$ cat src/rtl/nim_pkg.sv
// nim_pkg: constants, carriers and helpers of the nested interrupt manager
// assumes one core clock and an apb master with 32-bit data
package nim_pkg;
    localparam int NIM_MAX_SRC = 13;
    localparam int NIM_BIT_PHI = 5;
    localparam int NIM_BIT_PLO = 3;
    localparam logic [15:0] NIM_VEC_TOP = 16'hfffe;
    localparam logic [15:0] NIM_VEC_BASE = 16'hffe0;
    localparam logic [3:0] NIM_VIDX_RESET = 4'h0;
    localparam logic [3:0] NIM_VIDX_TRAP = 4'h1;
    localparam logic [3:0] NIM_VIDX_TLI = 4'h2;
    localparam logic [7:0] NIM_OP_HALT = 8'h8e;
    localparam logic [1:0] NIM_CODE_L0 = 2'h2;
    localparam logic [1:0] NIM_CODE_L3 = 2'h3;
    localparam logic [1:0] NIM_LVL_TOP = 2'h3;
    localparam logic [1:0] NIM_SWPRI_RST_CODE = 2'h3;
    localparam logic [2:0] NIM_PUSH_LAST = 3'h4;
    localparam logic [7:0] NIM_OFS_SWPRI = 8'h00;
    localparam logic [7:0] NIM_OFS_CTRL = 8'h04;
    localparam logic [7:0] NIM_OFS_STAT = 8'h08;
    localparam logic [7:0] NIM_OFS_VECT = 8'h0c;
    localparam int NIM_CTRL_NEST_BIT = 0;
    localparam int NIM_STAT_LVL_LSB = 16;
    localparam int NIM_STAT_DEPTH_LSB = 20;
    localparam int NIM_STAT_HALT_BIT = 24;
    localparam int NIM_STAT_WAIT_BIT = 25;

    typedef enum logic [2:0] {ST_RSTVEC, ST_RUN, ST_SLEEP, ST_PUSH, ST_VECT} nim_state_type;

    typedef struct packed {
        logic done;
        logic [7:0] opcode;
        logic trap;
        logic unmask_interrupts_instr;
        logic sim;
        logic wait_for_irq_instr;
        logic return_from_interrupt;
        logic pop_cc;
        logic [7:0] pop_data;
    } nim_cpu_evt_type;

    typedef struct packed {
        logic [15:0] pc;
        logic [7:0] x;
        logic [7:0] a;
        logic [7:0] cc;
    } nim_ctx_type;

    typedef struct packed {
        logic valid;
        logic [7:0] data;
    } nim_stack_wr_type;

    typedef struct packed {
        logic valid;
        logic [15:0] addr;
    } nim_pc_load_type;

    function automatic logic [1:0] nim_code_to_level(input logic [1:0] code);
        case (code)
            2'h2: nim_code_to_level = 2'h0;
            2'h1: nim_code_to_level = 2'h1;
            2'h0: nim_code_to_level = 2'h2;
            default: nim_code_to_level = 2'h3;
        endcase
    endfunction

    function automatic logic [1:0] nim_level_to_code(input logic [1:0] lvl);
        case (lvl)
            2'h0: nim_level_to_code = 2'h2;
            2'h1: nim_level_to_code = 2'h1;
            2'h2: nim_level_to_code = 2'h0;
            default: nim_level_to_code = 2'h3;
        endcase
    endfunction

    function automatic logic [15:0] nim_vec_addr(input logic [3:0] vidx);
        nim_vec_addr = NIM_VEC_TOP - {11'h000, vidx, 1'b0};
    endfunction
endpackage

$ cat src/rtl/nim_arbiter.sv
// nim_arbiter: picks the request to serve from pending latches
// assumes index 0 has highest fixed rank, higher index lower rank
`timescale 1ns/100ps
`default_nettype none
module nim_arbiter #(
    parameter int N = 14
) (
    input wire logic [N-1:0] pend,
    input wire logic [2*N-1:0] lvl_flat,
    input wire logic [N-1:0] wake_cap,
    input wire logic halt_only,
    input wire logic block,
    input wire logic [1:0] cur_lvl,
    output logic found,
    output logic [3:0] idx,
    output logic [1:0] lvl
);
    logic [N-1:0] cand;

    always_comb
    begin
        cand = pend & (halt_only ? wake_cap : {N{1'b1}});
        found = 1'b0;
        idx = '0;
        lvl = '0;
        for (int i = N - 1; i >= 0; i--)
        begin
            // walk from lowest rank up so equal levels go to higher rank
            if (cand[i] && !block && (lvl_flat[2*i +: 2] > cur_lvl))
            begin
                if (!found || (lvl_flat[2*i +: 2] >= lvl))
                begin
                    found = 1'b1;
                    idx = 4'(i);
                    lvl = lvl_flat[2*i +: 2];
                end
            end
        end
    end
endmodule // nim_arbiter
`default_nettype wire

$ cat src/rtl/nim_manager.sv
// nim_manager: nested interrupt manager beside an 8-bit core, apb registers
// assumes core reports instruction ends and stack pops in cpu_evt, holds cpu_ctx
// Contract
// four programmable nesting levels
// sixteen vectors fixed to sources
// reset and trap unmaskable, top-level maskable
// vectors from ffe0 to ffff by rank
// mask with cc bits five and three
// finish current instruction before entry
// push pc, x, a, cc on entry
// entry loads priority bits from vector setting
// load pc from vector, then fetch
// return restores priority bits from stack
// request needs status flag and enable
// software clears via status then data access
// clear sequence drops pending request
// any interrupt leaves wait mode
// only wake-capable sources leave halt
// halt exit picks among wake-capable only
// non-wake request served after first
// concurrent blocks preemption, nested allows higher
// fixed rank main lowest, top-level highest
// halt opcode 8e unmasks interrupts
// no stack overflow detection
// level codes 10, 01, 00, 11
// mask instructions also write priority bits
// highest level wins, rank breaks ties
//
// Added by the designer: the register offsets and the APB slave port.
`timescale 1ns/100ps
`default_nettype none
module nim_manager #(
    parameter int NSRC = 13,
    parameter logic [12:0] HALT_WAKE_MASK = 13'h000f
) (
    input wire logic mclk,
    input wire logic nrst,
    input wire logic psel,
    input wire logic penable,
    input wire logic pwrite,
    input wire logic [7:0] paddr,
    input wire logic [31:0] pwdata,
    output logic [31:0] prdata,
    output logic pready,
    output logic pslverr,
    input wire logic [NSRC-1:0] irq_flag,
    input wire logic [NSRC-1:0] irq_enable,
    input wire logic [NSRC-1:0] irq_clear,
    input wire logic top_level_irq,
    input wire logic top_level_clear,
    input wire nim_pkg::nim_cpu_evt_type cpu_evt,
    input wire nim_pkg::nim_ctx_type cpu_ctx,
    output nim_pkg::nim_stack_wr_type stack_wr,
    output nim_pkg::nim_pc_load_type pc_load,
    output logic cpu_stall,
    output logic sleep_halt,
    output logic sleep_wait,
    output logic priority_bit_hi,
    output logic priority_bit_lo
);
    localparam int N = NSRC + 1;

    generate
        if (NSRC < 1 || NSRC > nim_pkg::NIM_MAX_SRC)
        begin : g_bad_nsrc
            $error("nim_manager: NSRC must lie between 1 and 13");
        end
    endgenerate

    nim_pkg::nim_state_type state_r;
    logic [2:0] push_cnt_r;
    logic [3:0] vidx_r;
    logic [1:0] elvl_r;
    logic [1:0] prio_r;
    logic [1:0] depth_r;
    logic nest_r;
    logic [2*NSRC-1:0] swpri_r;
    logic [3:0] last_vidx_r;
    logic halt_r;
    logic wait_r;
    nim_pkg::nim_ctx_type ctx_r;
    nim_pkg::nim_stack_wr_type stack_wr_r;
    nim_pkg::nim_pc_load_type pc_load_r;
    logic [31:0] prdata_r;
    logic [N-1:0] pend;
    logic [2*N-1:0] lvl_flat;
    logic [1:0] cur_lvl;
    logic block;
    logic halt_only;
    logic found;
    logic [3:0] win_idx;
    logic [1:0] win_lvl;
    logic take;
    logic [3:0] take_vidx;
    logic [1:0] take_lvl;
    logic at_done;
    logic addr_hit;
    logic apb_wr;
    logic [7:0] cc_merged;

    nim_req_latch #(
        .N(N)
    ) u_latch (
        .mclk(mclk),
        .nrst(nrst),
        .flag({irq_flag, top_level_irq}),
        .enable({irq_enable, 1'b1}),
        .clear({irq_clear, top_level_clear}),
        .pend(pend)
    );

    // the top-level slot always sits at the top level and is halt-capable
    always_comb
    begin
        lvl_flat = '0;
        lvl_flat[1:0] = nim_pkg::NIM_LVL_TOP;
        for (int i = 0; i < NSRC; i++)
        begin
            lvl_flat[2*(i+1) +: 2] = nim_pkg::nim_code_to_level(swpri_r[2*i +: 2]);
        end
    end

    assign cur_lvl = nim_pkg::nim_code_to_level(prio_r);
    assign block = !nest_r && (depth_r != 2'h0);
    assign halt_only = (state_r == nim_pkg::ST_SLEEP) && halt_r;

    nim_arbiter #(
        .N(N)
    ) u_arb (
        .pend(pend),
        .lvl_flat(lvl_flat),
        .wake_cap({HALT_WAKE_MASK[NSRC-1:0], 1'b1}),
        .halt_only(halt_only),
        .block(block),
        .cur_lvl(cur_lvl),
        .found(found),
        .idx(win_idx),
        .lvl(win_lvl)
    );

    // entry is taken only at an instruction end or from sleep
    assign at_done = (state_r == nim_pkg::ST_RUN) && cpu_evt.done;
    assign take = (at_done && (cpu_evt.trap || found))
        || ((state_r == nim_pkg::ST_SLEEP) && found);

    always_comb
    begin
        if (at_done && cpu_evt.trap)
        begin
            take_vidx = nim_pkg::NIM_VIDX_TRAP;
            take_lvl = nim_pkg::NIM_LVL_TOP;
        end
        else
        begin
            take_vidx = 4'(win_idx + nim_pkg::NIM_VIDX_TLI);
            take_lvl = win_lvl;
        end
    end

    // main sequence
    always_ff @(posedge mclk or negedge nrst)
    begin
        if (!nrst)
        begin
            state_r <= nim_pkg::ST_RSTVEC;
        end
        else
        begin
            unique case (state_r)
                nim_pkg::ST_RSTVEC:
                begin
                    state_r <= nim_pkg::ST_RUN;
                end
                nim_pkg::ST_RUN:
                begin
                    if (take)
                    begin
                        state_r <= nim_pkg::ST_PUSH;
                    end
                    else if (at_done && (cpu_evt.opcode == nim_pkg::NIM_OP_HALT || cpu_evt.wait_for_irq_instr))
                    begin
                        state_r <= nim_pkg::ST_SLEEP;
                    end
                end
                nim_pkg::ST_SLEEP:
                begin
                    if (take)
                    begin
                        state_r <= nim_pkg::ST_PUSH;
                    end
                end
                nim_pkg::ST_PUSH:
                begin
                    if (push_cnt_r == nim_pkg::NIM_PUSH_LAST)
                    begin
                        state_r <= nim_pkg::ST_VECT;
                    end
                end
                nim_pkg::ST_VECT:
                begin
                    state_r <= nim_pkg::ST_RUN;
                end
            endcase
        end
    end

    // vector, level and context caught at the moment of entry
    always_ff @(posedge mclk or negedge nrst)
    begin
        if (!nrst)
        begin
            vidx_r <= nim_pkg::NIM_VIDX_RESET;
            elvl_r <= nim_pkg::NIM_LVL_TOP;
            ctx_r <= '0;
        end
        else if (take)
        begin
            vidx_r <= take_vidx;
            elvl_r <= take_lvl;
            ctx_r <= cpu_ctx;
        end
    end

    // stacked cc carries the live priority bits
    always_comb
    begin
        cc_merged = ctx_r.cc;
        cc_merged[nim_pkg::NIM_BIT_PHI] = prio_r[1];
        cc_merged[nim_pkg::NIM_BIT_PLO] = prio_r[0];
    end

    always_ff @(posedge mclk or negedge nrst)
    begin
        if (!nrst)
        begin
            push_cnt_r <= '0;
            stack_wr_r <= '0;
        end
        else if (state_r == nim_pkg::ST_PUSH)
        begin
            push_cnt_r <= push_cnt_r + 3'h1;
            stack_wr_r.valid <= 1'b1;
            unique case (push_cnt_r)
                3'h0: stack_wr_r.data <= ctx_r.pc[7:0];
                3'h1: stack_wr_r.data <= ctx_r.pc[15:8];
                3'h2: stack_wr_r.data <= ctx_r.x;
                3'h3: stack_wr_r.data <= ctx_r.a;
                default: stack_wr_r.data <= cc_merged;
            endcase
        end
        else
        begin
            push_cnt_r <= '0;
            stack_wr_r <= '0;
        end
    end

    // program counter load after stacking, and the reset vector
    always_ff @(posedge mclk or negedge nrst)
    begin
        if (!nrst)
        begin
            pc_load_r <= '0;
        end
        else if (state_r == nim_pkg::ST_RSTVEC)
        begin
            pc_load_r.valid <= 1'b1;
            pc_load_r.addr <= nim_pkg::nim_vec_addr(nim_pkg::NIM_VIDX_RESET);
        end
        else if (state_r == nim_pkg::ST_VECT)
        begin
            pc_load_r.valid <= 1'b1;
            pc_load_r.addr <= nim_pkg::nim_vec_addr(vidx_r);
        end
        else
        begin
            pc_load_r <= '0;
        end
    end

    // current priority bits
    always_ff @(posedge mclk or negedge nrst)
    begin
        if (!nrst)
        begin
            prio_r <= nim_pkg::NIM_CODE_L3;
        end
        else if (state_r == nim_pkg::ST_VECT)
        begin
            prio_r <= nim_pkg::nim_level_to_code(elvl_r);
        end
        else if (at_done && !take)
        begin
            if (cpu_evt.return_from_interrupt || cpu_evt.pop_cc)
            begin
                prio_r <= {cpu_evt.pop_data[nim_pkg::NIM_BIT_PHI],
                    cpu_evt.pop_data[nim_pkg::NIM_BIT_PLO]};
            end
            else if (cpu_evt.opcode == nim_pkg::NIM_OP_HALT || cpu_evt.wait_for_irq_instr || cpu_evt.unmask_interrupts_instr)
            begin
                prio_r <= nim_pkg::NIM_CODE_L0;
            end
            else if (cpu_evt.sim)
            begin
                prio_r <= nim_pkg::NIM_CODE_L3;
            end
        end
    end

    // nesting depth wraps silently past four levels
    always_ff @(posedge mclk or negedge nrst)
    begin
        if (!nrst)
        begin
            depth_r <= '0;
        end
        else if (state_r == nim_pkg::ST_VECT)
        begin
            depth_r <= depth_r + 2'h1;
        end
        else if (at_done && cpu_evt.return_from_interrupt && depth_r != 2'h0)
        begin
            depth_r <= depth_r - 2'h1;
        end
    end

    // sleep modes
    always_ff @(posedge mclk or negedge nrst)
    begin
        if (!nrst)
        begin
            halt_r <= 1'b0;
            wait_r <= 1'b0;
        end
        else if (take)
        begin
            halt_r <= 1'b0;
            wait_r <= 1'b0;
        end
        else if (at_done && cpu_evt.opcode == nim_pkg::NIM_OP_HALT)
        begin
            halt_r <= 1'b1;
        end
        else if (at_done && cpu_evt.wait_for_irq_instr)
        begin
            wait_r <= 1'b1;
        end
    end

    always_ff @(posedge mclk or negedge nrst)
    begin
        if (!nrst)
        begin
            last_vidx_r <= nim_pkg::NIM_VIDX_RESET;
        end
        else if (state_r == nim_pkg::ST_VECT)
        begin
            last_vidx_r <= vidx_r;
        end
    end

    // apb slave, zero wait states
    always_comb
    begin
        unique case (paddr)
            nim_pkg::NIM_OFS_SWPRI,
            nim_pkg::NIM_OFS_CTRL,
            nim_pkg::NIM_OFS_STAT,
            nim_pkg::NIM_OFS_VECT: addr_hit = 1'b1;
            default: addr_hit = 1'b0;
        endcase
    end

    assign apb_wr = psel && penable && pwrite && addr_hit;

    always_ff @(posedge mclk or negedge nrst)
    begin
        if (!nrst)
        begin
            swpri_r <= {NSRC{nim_pkg::NIM_SWPRI_RST_CODE}};
            nest_r <= 1'b0;
        end
        else if (apb_wr && paddr == nim_pkg::NIM_OFS_SWPRI)
        begin
            swpri_r <= pwdata[2*NSRC-1:0];
        end
        else if (apb_wr && paddr == nim_pkg::NIM_OFS_CTRL)
        begin
            nest_r <= pwdata[nim_pkg::NIM_CTRL_NEST_BIT];
        end
    end

    // read data captured in the setup cycle
    always_ff @(posedge mclk or negedge nrst)
    begin
        if (!nrst)
        begin
            prdata_r <= '0;
        end
        else if (psel && !penable)
        begin
            prdata_r <= '0;
            unique case (paddr)
                nim_pkg::NIM_OFS_SWPRI: prdata_r[2*NSRC-1:0] <= swpri_r;
                nim_pkg::NIM_OFS_CTRL: prdata_r[nim_pkg::NIM_CTRL_NEST_BIT] <= nest_r;
                nim_pkg::NIM_OFS_STAT:
                begin
                    prdata_r[N-1:0] <= pend;
                    prdata_r[nim_pkg::NIM_STAT_LVL_LSB +: 2] <= cur_lvl;
                    prdata_r[nim_pkg::NIM_STAT_DEPTH_LSB +: 2] <= depth_r;
                    prdata_r[nim_pkg::NIM_STAT_HALT_BIT] <= halt_r;
                    prdata_r[nim_pkg::NIM_STAT_WAIT_BIT] <= wait_r;
                end
                nim_pkg::NIM_OFS_VECT: prdata_r[3:0] <= last_vidx_r;
                default: prdata_r <= '0;
            endcase
        end
    end

    assign prdata = prdata_r;
    assign pready = 1'b1;
    assign pslverr = psel && penable && !addr_hit;

    assign stack_wr = stack_wr_r;
    assign pc_load = pc_load_r;
    assign cpu_stall = (state_r == nim_pkg::ST_RSTVEC) || (state_r == nim_pkg::ST_PUSH)
        || (state_r == nim_pkg::ST_VECT);
    assign sleep_halt = halt_r;
    assign sleep_wait = wait_r;
    assign priority_bit_hi = prio_r[1];
    assign priority_bit_lo = prio_r[0];
endmodule // nim_manager
`default_nettype wire

$ cat src/rtl/nim_req_latch.sv
// nim_req_latch: one request latch per source, index 0 is the top-level input
// assumes flags, enables and clear pulses synchronous to mclk
`timescale 1ns/100ps
`default_nettype none
module nim_req_latch #(
    parameter int N = 14
) (
    input wire logic mclk,
    input wire logic nrst,
    input wire logic [N-1:0] flag,
    input wire logic [N-1:0] enable,
    input wire logic [N-1:0] clear,
    output logic [N-1:0] pend
);
    logic [N-1:0] pend_r;
    logic [N-1:0] req;

    assign req = flag & enable;

    always_ff @(posedge mclk or negedge nrst)
    begin
        if (!nrst)
        begin
            pend_r <= '0;
        end
        else
        begin
            pend_r <= req | (pend_r & ~clear);
        end
    end

    assign pend = pend_r;
endmodule // nim_req_latch
`default_nettype wire

$ cat config.mk
export PLATFORM = sky130hd
export DESIGN_NAME = nim_manager
export DESIGN_NICKNAME = d
export VERILOG_FILES = /design/src/rtl/nim_pkg.sv /design/src/rtl/nim_arbiter.sv /design/src/rtl/nim_manager.sv /design/src/rtl/nim_req_latch.sv
export SDC_FILE = /design/constraint.sdc
export NUM_CORES = 1
export LEC_CHECK = 0
export ABC_AREA = 0
export BUFFER_PORTS_ARGS = -buffer_cell sky130_fd_sc_hd__buf_4
export CELL_PAD_IN_SITES_DETAIL_PLACEMENT = 2
export CELL_PAD_IN_SITES_GLOBAL_PLACEMENT = 2
export CORE_MARGIN = 2
export CORE_UTILIZATION = 25
export CTS_CLUSTER_SIZE = 40
export DETAILED_ROUTE_END_ITERATION = 7
export PLACE_DENSITY = 0.6
export SYNTH_ARGS = -nofsm -noshare
export SYNTH_HDL_FRONTEND = slang
export SYNTH_SLANG_ARGS = --single-unit
$ cat constraint.sdc
create_clock -name mclk -period 28 [get_ports mclk]
set_input_delay 2.8 -clock mclk [delete_from_list [all_inputs] [get_ports mclk]]
set_output_delay 2.8 -clock mclk [all_outputs]
set_load 0.005 [all_outputs]
; ---- Yosys cells after proc, flatten, opt, wreduce, memory -nomap -nowiden
; Index checks and enable logic that the tools add are counted.
[word_totals]
reg_bits = 155
inputBits = 149
output_inout_bits = 65
wordCells = 351
[classes]
n_addsub = 5
n_lt_le_gt_ge = 27
eq_ne = 46
mux = 131
bitwise_logic = 6
reduce_logical = 115
[ops]
columns = cell, n
row1 = 4-bit two-way mux, 28
row2 = 2-bit one-hot mux with 3 select lines, 15
row3 = 2-bit two-way mux, 38
row4 = 1-bit logical AND, 47
row5 = 14-bit bitwise AND, 3
row6 = 17-bit two-way mux, 2
row7 = 1-bit two-way mux, 33
row8 = 8-bit one-hot mux with 4 select lines, 1
row9 = "2-bit by 1-bit equality test with 1-bit output, second input constant", 15
row10 = "2-bit equality test, second input constant", 15
row11 = 2-bit zero test, 15
row12 = 2-bit greater-than comparator, 13
row13 = 2-bit greater-or-equal comparator, 12
row14 = 1-bit logical OR, 20
row15 = 10-bit one-hot mux with 2 select lines, 1
row16 = 1-bit zero test, 18
row17 = "8-bit by 4-bit equality test with 1-bit output, second input constant", 2
row18 = 3-bit two-way mux, 5
row19 = 14-bit two-way mux, 1
row20 = 14-bit inverter, 1
row21 = 14-bit bitwise OR, 1
row22 = "3-bit by 2-bit equality test with 1-bit output, second input constant", 4
row23 = 2-bit one-hot mux with 2 select lines, 3
row24 = 3-bit one-hot mux with 4 select lines, 1
row25 = 25 further kinds, 36

; ---- Logic depth before layout (Yosys ltp)
; Gate-level depths: netlist of the first run.
[logic_depth]
word_depth = 66
ltp_mapped = 91

; ---- Modules after synthesis
; Synthesis of the first run repeated with hierarchy kept, for this count alone.
[unflattened]
hier_cells = 903
hier_area_um2 = 9155.0
[by_module_without_submodules]
columns = module, instances, cells_per_inst, area_per_inst_um2, seq_area_each_um2
row1 = nim_manager, 1, 535, 6302.3, 3215.6
row2 = nim_arbiter, 1, 312, 2274.7, 0.0
row3 = nim_req_latch, 1, 56, 578.1, 350.3

; ---- Worst setup path after synthesis of the first run
; No wires, ideal clock.
[synth_path]
kind = reg2reg
start = register prio_r[1]
end = register vidx_r[3]
setup_ns = 0.120
arrival_time_ns = 16.370
t_required_ns = 27.880
path_slack_ns = 11.510
path_stages_with_launch = 91
synth_period_minus_slack_ns = 16.490
cell_sequence = dfstp_2 -> inv_1 -> ha_1 -> inv_1 -> ha_1 -> nor2b_1 -> o211ai_2 -> nor3_1 -> ha_1 -> nand2b_1 -> a21oi_1 -> a211oi_2 -> mux2_2 -> ha_1 -> nand2b_1 -> a221oi_2 -> nor2_1 -> mux2_2 -> (+55 left out) -> a31oi_1 -> a211oi_2 -> nand2b_1 -> ha_1 -> nand2b_1 -> a21oi_1 -> a21oi_1 -> nand2b_1 -> a2bb2oi_2 -> ha_1 -> nand2b_1 -> a21oi_1 -> a21oi_1 -> nor2_1 -> nand3b_1 -> a2111oi_2 -> xor2_1 -> a31o_2
[synth_between]
elab_chain_len = 60
elab_cells_between_ends = 156
[synth_rtl]
columns = item, line_no
row1 = "start, declared", nim_manager.sv:74  ; logic [1:0] prio_r;
row2 = "start signal, assigned", nim_manager.sv:286  ; prio_r <= nim_pkg::NIM_CODE_L3;
row3 = "start signal, assigned", nim_manager.sv:290  ; prio_r <= nim_pkg::nim_level_to_code(elvl_r);
row4 = "start signal, assigned", nim_manager.sv:296  ; prio_r <= {cpu_evt.pop_data[nim_pkg::NIM_BIT_PHI],
row5 = 2-bit by 1-bit equality test with 1-bit output (tied with other cells), nim_pkg.sv:60  ; case (code)
row6 = 2-bit one-hot mux with 3 select lines (*), nim_pkg.sv:60
row7 = "parallel branches: the longest is 58 deep, another holds 2-bit greater-than comparator", n/a
row8 = "end signal, assigned", nim_manager.sv:212  ; vidx_r <= nim_pkg::NIM_VIDX_RESET;
row9 = "end signal, assigned", nim_manager.sv:218  ; vidx_r <= take_vidx;
row10 = "end, declared", nim_manager.sv:72  ; logic [3:0] vidx_r;
; Every way passes the cells marked *.
; A chain may end at the register's enable or synchronous reset.

; ---- Final worst setup path of the first run
; Same ends and word-level chain as after synthesis.

==> flow_metrics.tcl, run 1 <==
set metrics [dict create \
    postPlaceCellArea_sq_um 10300 \
    setup_viol 0 \
    die_w_um 188 \
    overflow 0 \
    switching_share 0.397 \
    grt_max_degree 78 \
    cts_resized 0 \
    yosysUniqueCellTypes 73 \
    wl_per_cell_um 18.6 \
    period_minus_slack_ps 19240 \
    vdd_ir_drop_max_mv 0.0481 \
    netSwitchingPower_mw 0.406 \
    ioPinCount 214 \
    end_kind "flip-flop" \
    hold_start "prdata[25]$_DFFE_PN0P_" \
    multi_input_area_sq_um 4470 \
    power_frac_comb 0.479 \
    rows 67 \
    wl_mm 27.1 \
    synth_top_cell_by_area "dfrtp_1" \
    min_period_over_period 0.687 \
    cts_buffers 17 \
    start_util 0.253 \
    fin_area_sq_um 10800 \
    drv_slew 0 \
    arrival_ps 19570 \
    tns_ps 0 \
    cts_hold_buf 0 \
    clk_pin_slew_ps 70 \
    clkPwrFrac 0.229 \
    vias 6933 \
    post_cts_buffers 0 \
    startpoint_type "flip-flop" \
    yosys_warnings 0 \
    setup_ws_ps 8760 \
    syn_to_final_growth_pct 28.5 \
    drtIter0Drc 223 \
    hp-class "flip-flop to flip-flop" \
    cts_htree_levels 4 \
    cts_tree "yes" \
    ys_seq_area_frac 0.422 \
    drc 0 \
    p_int_mw 0.617 \
    fmax_mhz 52.0 \
    viasPerCell 4.75 \
    pwr-share-seq 0.291 \
    io_buffers 191 \
    syn_avg_cell_area_sq_um 10.2 \
    die_h_um 188 \
    core-area_sq_um 33400 \
    diodes 0 \
    status "finished, final reports clean" \
    synth_most_common_cell "dfrtp_1" \
    clock_path_buffers 2 \
    maxCapViolCount 0 \
    antenna_left 0 \
    synth_area_sq_um 8440 \
    synth_edf_count 0 \
    cp-startpoint "prio_r[1]$_DFFE_PN1P_" \
    grtUsageTotal 0.159 \
    antenna_found_initial 0 \
    synth.top_cell.area_share 0.329 \
    dp_slack_ps 8670 \
    hold_violations 0 \
    ys_top_cells_by_area "dfrtp_1 33%, ha_1 12%, dfstp_2 9.3%, mux2_2 8.1%, nand2_1 3.6%" \
    slew_headroom 0.342 \
    grt_pass1_vias 7545 \
    seq_area_sq_um 3570 \
    syn_inst 827 \
    grt_pass1_wl_mm 43.6 \
    fillCellCount 3737 \
    slowest_delay_ps 580 \
    finalNetCount 1227 \
    leakagePower_nw 5.12 \
    clk_latency_ps 440 \
    rsz0062_at_grt "false" \
    cp_max_fo 14 \
    cts_sinks 141 \
    drive_above_1_share 0.340 \
    dp_hpwl_mm 20.6 \
    synth_ff_type "dfrtp_1" \
    gp_congestion 0.744 \
    cp.required_ps 28330 \
    die_area_sq_um 35300 \
    ys_ff_latch 141 \
    tightestPinTransition_ps 979 \
    cts_root_buffer "clkbuf_16" \
    power_density_nw_per_um2 94.3 \
    cp_slowest_cell "a31oi_1" \
    synthTopCellsByCount "111 x dfrtp_1, 82 x nand2_1, 78 x ha_1" \
    reg2reg_from "prio_r[1]$_DFFE_PN1P_" \
    fin_worst_skew_ps 10.3 \
    async_flop_share 1.00 \
    crit_type "flip-flop to flip-flop" \
    firstDrtPassIters 6 \
]
[cell type report]
type / count / share of cell area
Multi-Input combinational cell: 595 / 0.412
Sequential cell: 141 / 0.329
Timing Repair Buffer: 197 / 0.137
Tap cell: 448 / 0.0517
Clock buffer: 18 / 0.0396
Inverter: 48 / 0.0166
Clock inverter: 14 / 0.0149
[kinds of logic after synthesis]
| logic type | count (synthesis) | share of synthesized area |
|---|---|---|
| other | 2 | 0.000889 |
| AOI/OAI and AO/OA | 193 | 0.167 |
| buffers and inverters | 97 | 0.0523 |
| muxes | 83 | 0.109 |
| and+or+nand+nor | 230 | 0.130 |
| adders and majority gates | 79 | 0.117 |
| DFF | 141 | 0.422 |
| xor gates and xnor gates | 2 | 0.00208 |
[sequential cells by signal (all words and copies together), names as in the netlist]
signal,flops
nest_r,1
prdata,26
pc_load,5
prio_r,2
u_latch.pend,14
sleep_halt,1
ctx_r,32
cc_merged,6
push_cnt_r,3
sleep_wait,1
elvl_r,2
last_vidx_r,4
swpri_r,26
stack_wr,9
depth_r,2
state_r,3
vidx_r,4
[power groups by stage]
stage | Sequential (mW) | Combinational, mW | Clock (mW)
after floorplan | 0.288 | 0.354 | 0
after global placement | 0.301 | 0.485 | 0
after detailed placement | 0.303 | 0.501 | 0
after CTS | 0.299 | 0.504 | 0.243
after global routing | 0.307 | 0.557 | 0.250
final | 0.298 | 0.490 | 0.234
[cells in the final DEF (no fill, tap or decap), types with 6 or more instances in the layout]
| cell type | netlist | final |
|---|---|---|
| mux2i_1 | 21 | 21 |
| mux2_2 | 61 | 61 |
| a221oi_1 | 8 | 8 |
| clkinv_4 | 0 | 6 |
| nor2_1 | 65 | 64 |
| a21oi_1 | 25 | 25 |
| dfrtp_1 | 111 | 111 |
| a22o_1 | 7 | 7 |
| a222oi_1 | 8 | 8 |
| ha_1 | 78 | 78 |
| nand3_1 | 8 | 8 |
| o211ai_1 | 14 | 14 |
| nand2b_1 | 19 | 19 |
| nand2_1 | 82 | 82 |
| nor3_1 | 9 | 9 |
| o21ai_0 | 51 | 51 |
| dfstp_2 | 30 | 30 |
| o31ai_1 | 17 | 17 |
| inv_1 | 48 | 48 |
| buf_4 | 19 | 196 |
| o21a_1 | 6 | 6 |
| conb_1 | 2 | 8 |
| nand3b_1 | 6 | 6 |
| clkbuf_16 | 0 | 17 |
| a31oi_1 | 13 | 13 |
| nor2b_1 | 14 | 14 |
[per-stage QoR]
stage / power (mW) / hold WS [ps] / instances / util
floorplan: 0.642 / 432 / 833 / -
global placement: 0.786 / 465 / 1429 / 0.307
detailed placement: 0.804 / 476 / 1429 / 0.307
CTS: 1.05 / 490 / 1461 / 0.325
global route: 1.11 / 508 / 1461 / 0.325
finish: 1.02 / 479 / 1461 / 0.325
[path summary, 6_finish.rpt]
path	endpoint	slack (ps)	cells past startpoint
min in group asynchronous	pc_load[4]$_DFF_PN0_	2380	1
min reg2reg	prdata[25]$_DFFE_PN0P_	480	2
min	prdata[25]$_DFFE_PN0P_	480	2
max	vidx_r[3]$_DFFE_PN0N_	8760	90
max in group asynchronous	prdata[8]$_DFFE_PN0P_	24250	2
max reg2reg	vidx_r[3]$_DFFE_PN0N_	8760	90
[per-layer routing]
| layer | GRT usage | routed length, um | vias to the layer above |
|---|---|---|---|
| li1 | - | - | 3290 |
| met1 | 0.218 | 13100 | 3508 |
| met2 | 0.258 | 12900 | 122 |
| met3 | 0.0305 | 891 | 13 |
| met4 | 0.0385 | 259 | 0 |
| met5 | 0 | 0 | - |
[critical path, delay by kind of cell (launching register included)]
family                   cells  cell delay [ps]
buffers and inverters        1               70
flip-flops                   1              570
multiplexers                 4             1440
adder cells (fa/ha/maj)     14             3580
AO/OA/AOI/OAI               36             8260
XOR/XNOR                     1              130
AND/OR/NAND/NOR             34             5080
Note: power is estimated with default switching activity, not from simulation.
==> run 2: changes to the inputs <==
PLACE_DENSITY = 0.62   (was 0.6)
clock period = 16.1 ns   (was 28 ns; I/O delays follow)
==> run 2 against run 1 <==
Count of clock-buffer cells in the layout decreased by 1. Clock power up 63%. Maximum frequency increased by 20%. Clock skew is 1.9 ps higher. Core utilization rose by 3.2 points. Final area increased by 10%. Worst setup slack got worse by 8700 ps. Hold slack better by 1.2 ps. Critical path depth rose by 1. Non-clock buffer count grew 80. Final cell count rose by 5.5%. Critical endpoint unchanged. Via count is 5.6% higher.
==> flow_metrics.tcl, run 2 (synthesis results as in run 1) <==
set metrics [dict create \
    grtUsageTotal 0.165 \
    cts_root_buffer "clkbuf_16" \
    io_buffers 191 \
    gp_congestion 0.769 \
    grt_pass1_vias 8000 \
    min_period_over_period 0.998 \
    drive_above_1_share 0.453 \
    slew_headroom 0.289 \
    clk_latency_ps 450 \
    drc 0 \
    cp.required_ps 16440 \
    fin_hold_ws_ps 480 \
    drtIter0Drc 209 \
    cts_buffers 17 \
    die_w_um 188 \
    syn_to_final_growth_pct 41.3 \
    cts_htree_levels 4 \
    leakagePower_nw 5.70 \
    fmax_mhz 62.2 \
    crit_top_cell "nand2b_4" \
    overflow 0 \
    antenna_found_initial 0 \
    die_h_um 188 \
    viasPerCell 4.75 \
    crit_type "flip-flop to flip-flop" \
    antenna_left 0 \
    grt_pass1_wl_mm 45.1 \
    dp_hpwl_mm 21.2 \
    setup_viol 0 \
    cts_hold_buf 0 \
    layout_commonest_cell "buf_4" \
    period_minus_slack_ps 16070 \
    power_mw 2.03 \
    hp-class "flip-flop to flip-flop" \
    rsz0062_at_grt "true" \
    arrival_ps 16410 \
    firstDrtPassIters 7 \
    start_util 0.253 \
    wl_per_cell_um 19.0 \
    cp_slowest_cell "dfstp_2" \
    maxCapViolCount 0 \
    largest_reg_flops 32 \
    cts_tree "yes" \
    hold_violations 0 \
    drv_slew 0 \
    vias 7321 \
    fin_worst_skew_ps 12.2 \
    grt_max_degree 76 \
    clock_path_buffers 2 \
    fin_util 0.357 \
    vdd_ir_drop_max_mv 0.0920 \
    tightestPinTransition_ps 1060 \
    ioPinCount 214 \
    slowest_delay_ps 540 \
    finalNetCount 1307 \
    cp_max_fo 4 \
    startpoint_type "flip-flop" \
    power_density_nw_per_um2 170 \
    core-area_sq_um 33400 \
    diodes 0 \
    cts_sinks 141 \
    status "finished, final reports clean" \
    clk_pin_slew_ps 70 \
    die_area_sq_um 35300 \
    end_kind "flip-flop" \
    top_register "ctx_r" \
    wl_mm 29.3 \
    final_cell_mix "275 x buf_4, 111 x dfrtp_1, 76 x nand2_1" \
    rows 67 \
]
## run 2: cell count changes in the layout (fill, tap and decap cells not counted), sizes merged
cell,delta
clkinv,-4
clkbuf,-1
buf,+80
bufinv,-2
clkinvlp,+3
inv,+4
## run 2: worst paths after layout
kind / from / to / slack (ps) / depth (start not counted)
worst max-delay path: prio_r[1]$_DFFE_PN1P_ / vidx_r[3]$_DFFE_PN0N_ / 30 / 91
worst min-delay path: prdata[13]$_DFFE_PN0P_ / prdata[13]$_DFFE_PN0P_ / 480 / 2
worst max register to register: prio_r[1]$_DFFE_PN1P_ / vidx_r[3]$_DFFE_PN0N_ / 30 / 91
worst min register to register: prdata[13]$_DFFE_PN0P_ / prdata[13]$_DFFE_PN0P_ / 480 / 2
max in group asynchronous: nrst / prdata[11]$_DFFE_PN0P_ / 13490 / 2
min in group asynchronous: nrst / ctx_r[20]$_DFFE_PN0N_ / 1200 / 1
## run 2: worst max-delay path, delay by kind of cell, from the launching register on
kind,cells,cell delay (ps)
adder cells (fa/ha/maj),14,3770
buffers and inverters,3,290
multiplexers,4,1430
AO/OA/AOI/OAI,35,6110
flip-flops,1,540
XOR/XNOR,1,120
AND/OR/NAND/NOR,34,3640
## run 2: layout make-up
cell class	count	area (sq um)
clock inverters	15	128
repair buffers	277	2090
well taps	448	561
fillers	3645	21400
multi-input cells	595	4980
clock buffers	17	425
inverters	48	183
flip-flops and latches	141	3570
## run 2: through the flow
stage                     instances  instance area (sq um)  TNS [ps]  setup WS, ps
final                          1541                  11900         0          31.2
after floorplan                 833                   8480         0          29.5
after CTS                      1524                  11500         0          5.97
after global routing           1541                  11900     -2560          -788
after global placement         1470                  10600      -541          -352
after detailed placement       1470                  10600     -1190          -582
## run 2: metal layers
layer | up-vias | part of all wire | global-route usage
met4 | 0 | 0.013 | 0.0512
met5 | - | 0 | 0
met3 | 19 | 0.033 | 0.0311
li1 | 3462 | - | -
met1 | 3695 | 0.46 | 0.216
met2 | 145 | 0.49 | 0.277
## run 2: where the power goes
| group | internal (mW) | total, mW | switching [mW] |
|---|---|---|---|
| registers | 0.452 | 0.516 | 0.0641 |
| logic | 0.567 | 1.14 | 0.569 |
| clock network | 0.201 | 0.381 | 0.180 |
## run 2: repair_timing
action / CTS / global route
endpoints found under the setup margin: 6 / 6
pin swaps: 25 / 58
buffers inserted: 22 / 17
resized for setup: 34 / 59
==> run 3: changes to the inputs <==
CORE_UTILIZATION = 30   (was 25)
CTS_CLUSTER_DIAMETER = 150   (was not set)
PLACE_DENSITY = 0.73   (was 0.62)
SETUP_SLACK_MARGIN = 0.5   (was not set)
==> run 3 against run 2 <==
The run now ends with setup timing left. Combinational power is 5% higher. Global-route usage rose by 4.4 points. Die area shrank 16%. Critical path depth decreased by 1. Via count increased by 2.9%. First-iteration DRC count rose by 73%. Hold slack got worse by 7.8 ps. Maximum frequency down 2.3%. Count of clock-buffer cells in the layout is 2 higher. Sequential power about the same. Critical endpoint unchanged. Largest cell class unchanged.
==> flow_metrics.tcl, run 3 (synthesis results as in run 1) <==
set metrics [dict create \
    grt_pass1_wl_mm 46.8 \
    drv_slew 0 \
    fin_area_sq_um 11900 \
    core-area_sq_um 27800 \
    fmax_mhz 60.8 \
    reg2reg_from "prio_r[1]$_DFFE_PN1P_" \
    slowest_delay_ps 540 \
    syn_to_final_growth_pct 41.5 \
    rsz0062_at_grt "true" \
    cts_root_buffer "clkbuf_16" \
    hp-class "flip-flop to flip-flop" \
    drc 0 \
    viasPerCell 5.14 \
    crit_top_cell "nand2b_4" \
    slew_headroom 0.380 \
    cts_hold_buf 0 \
    cp-startpoint "prio_r[1]$_DFFE_PN1P_" \
    rows 61 \
    worstReg2RegEnd "vidx_r[3]$_DFFE_PN0N_" \
    setup_viol 2 \
    min_period_over_period 1.02 \
    arrival_ps 16760 \
    vdd_ir_drop_max_mv 0.0802 \
    die_area_sq_um 29500 \
    crit_type "flip-flop to flip-flop" \
    fin_hold_ws_ps 472 \
    cp_max_fo 3 \
    ioPinCount 214 \
    clk_pin_slew_ps 60 \
    vias 7531 \
    wl_mm 31.6 \
    drive_above_1_share 0.450 \
    status "finished with violations" \
    final_cell_mix "267 x buf_4, 111 x dfrtp_1, 75 x nand2_1" \
    power_density_nw_per_um2 181 \
    finalNetCount 1301 \
    io_buffers 191 \
    end_kind "flip-flop" \
    top_register "ctx_r" \
    tightestPinTransition_ps 930 \
    cp_slowest_cell "dfstp_2" \
    cts_sinks 141 \
    setup_ws_ps -340 \
    grt_pass1_vias 8257 \
    grt_max_degree 74 \
    antenna_left 0 \
    hold_violations 0 \
    reg2reg_depth 90 \
    period_minus_slack_ps 16440 \
    grtUsageTotal 0.209 \
    tns_ps -618 \
    largest_reg_flops 32 \
    die_h_um 172 \
    critPathCapture "vidx_r[3]$_DFFE_PN0N_" \
    firstDrtPassIters 6 \
    dp_cells 1395 \
    antenna_found_initial 1 \
    die_w_um 172 \
    dp_hpwl_mm 20.8 \
    cts_tree "yes" \
    drtIter0Drc 362 \
    wl_per_cell_um 21.5 \
    overflow 0 \
    r2r_setup_slack_ps -340 \
    cts_htree_levels 4 \
    leakagePower_nw 5.73 \
    gp_congestion 0.767 \
    startpoint_type "flip-flop" \
    start_util 0.304 \
    cts_buffers 17 \
    final_cells 1466 \
    maxCapViolCount 0 \
    clock_path_buffers 2 \
    postPlaceCellArea_sq_um 10600 \
    fin_worst_skew_ps 12.3 \
    violations "setup timing" \
    clk_latency_ps 440 \
    cp.required_ps 16420 \
    layout_commonest_cell "buf_4" \
]
run 3: changes by cell type in the layout (fill, tap and decap cells not counted), sizes merged:
cell	delta
clkbuf	+2
diode	+1
clkinvlp	-4
inv	-5
clkinv	+2
bufinv	+5
buf	-6
run 3: worst min path at each step:
stage | startpoint | endpoint | slack (ps) | cells past startpoint
after floorplan | vidx_r[3]$_DFFE_PN0N_ | pc_load[4]$_DFF_PN0_ | 430 | 1
after global placement | vidx_r[1]$_DFFE_PN0N_ | pc_load[2]$_DFF_PN0_ | 470 | 1
after detailed placement | vidx_r[1]$_DFFE_PN0N_ | pc_load[2]$_DFF_PN0_ | 460 | 1
after CTS | vidx_r[1]$_DFFE_PN0N_ | pc_load[2]$_DFF_PN0_ | 470 | 1
after global routing | vidx_r[1]$_DFFE_PN0N_ | pc_load[2]$_DFF_PN0_ | 500 | 1
final | vidx_r[2]$_DFFE_PN0N_ | pc_load[3]$_DFF_PN0_ | 470 | 1
run 3: worst max-delay path, delay by kind of cell, from the launching register on:
| family | cells | cell delay, ps |
|---|---|---|
| compound gates | 34 | 6030 |
| fa+ha+maj | 15 | 4030 |
| simple gates | 32 | 3620 |
| mux | 5 | 1700 |
| flops | 1 | 540 |
| buf+inv | 3 | 270 |
| xor+xnor | 1 | 70 |
run 3: metrics by stage:
step                power [mW]  setup WS [ps]  utilization
floorplan                 1.15            525            -
global placement          1.45            133        0.380
detailed placement        1.50           -320        0.380
CTS                       2.09            374        0.423
global route              2.31          -1010        0.430
finish                    2.17           -340        0.430
run 3: power by group:
group	internal, mW	switching, mW	leakage, nW
registers	0.452	0.0666	1.72
logic	0.581	0.620	3.69
clock network	0.277	0.169	0.313
run 3: routing by layer:
metal,part of all wire,GRT usage
met5,0,0
met2,0.50,0.365
met1,0.43,0.264
met4,0.025,0.0621
met3,0.040,0.0366
run 3: area by class of cell:
class	count	area [sq um]
fill	2988	15800
multi-input combinational	595	5030
sequential	141	3570
timing repair buffer	271	2050
tap	378	473
clock buffer	19	433
clock inverter	13	214
inverter	48	183
antenna	1	2.50
run 3: repair_timing:
| item | 4_1_cts | 5_1_grt |
|---|---|---|
| buffers inserted | 28 | 10 |
| cloned | 0 | 0 |
| pin swaps | 48 | 12 |
| setup endpoints to repair | 6 | 6 |
| resized for setup | 57 | 22 |
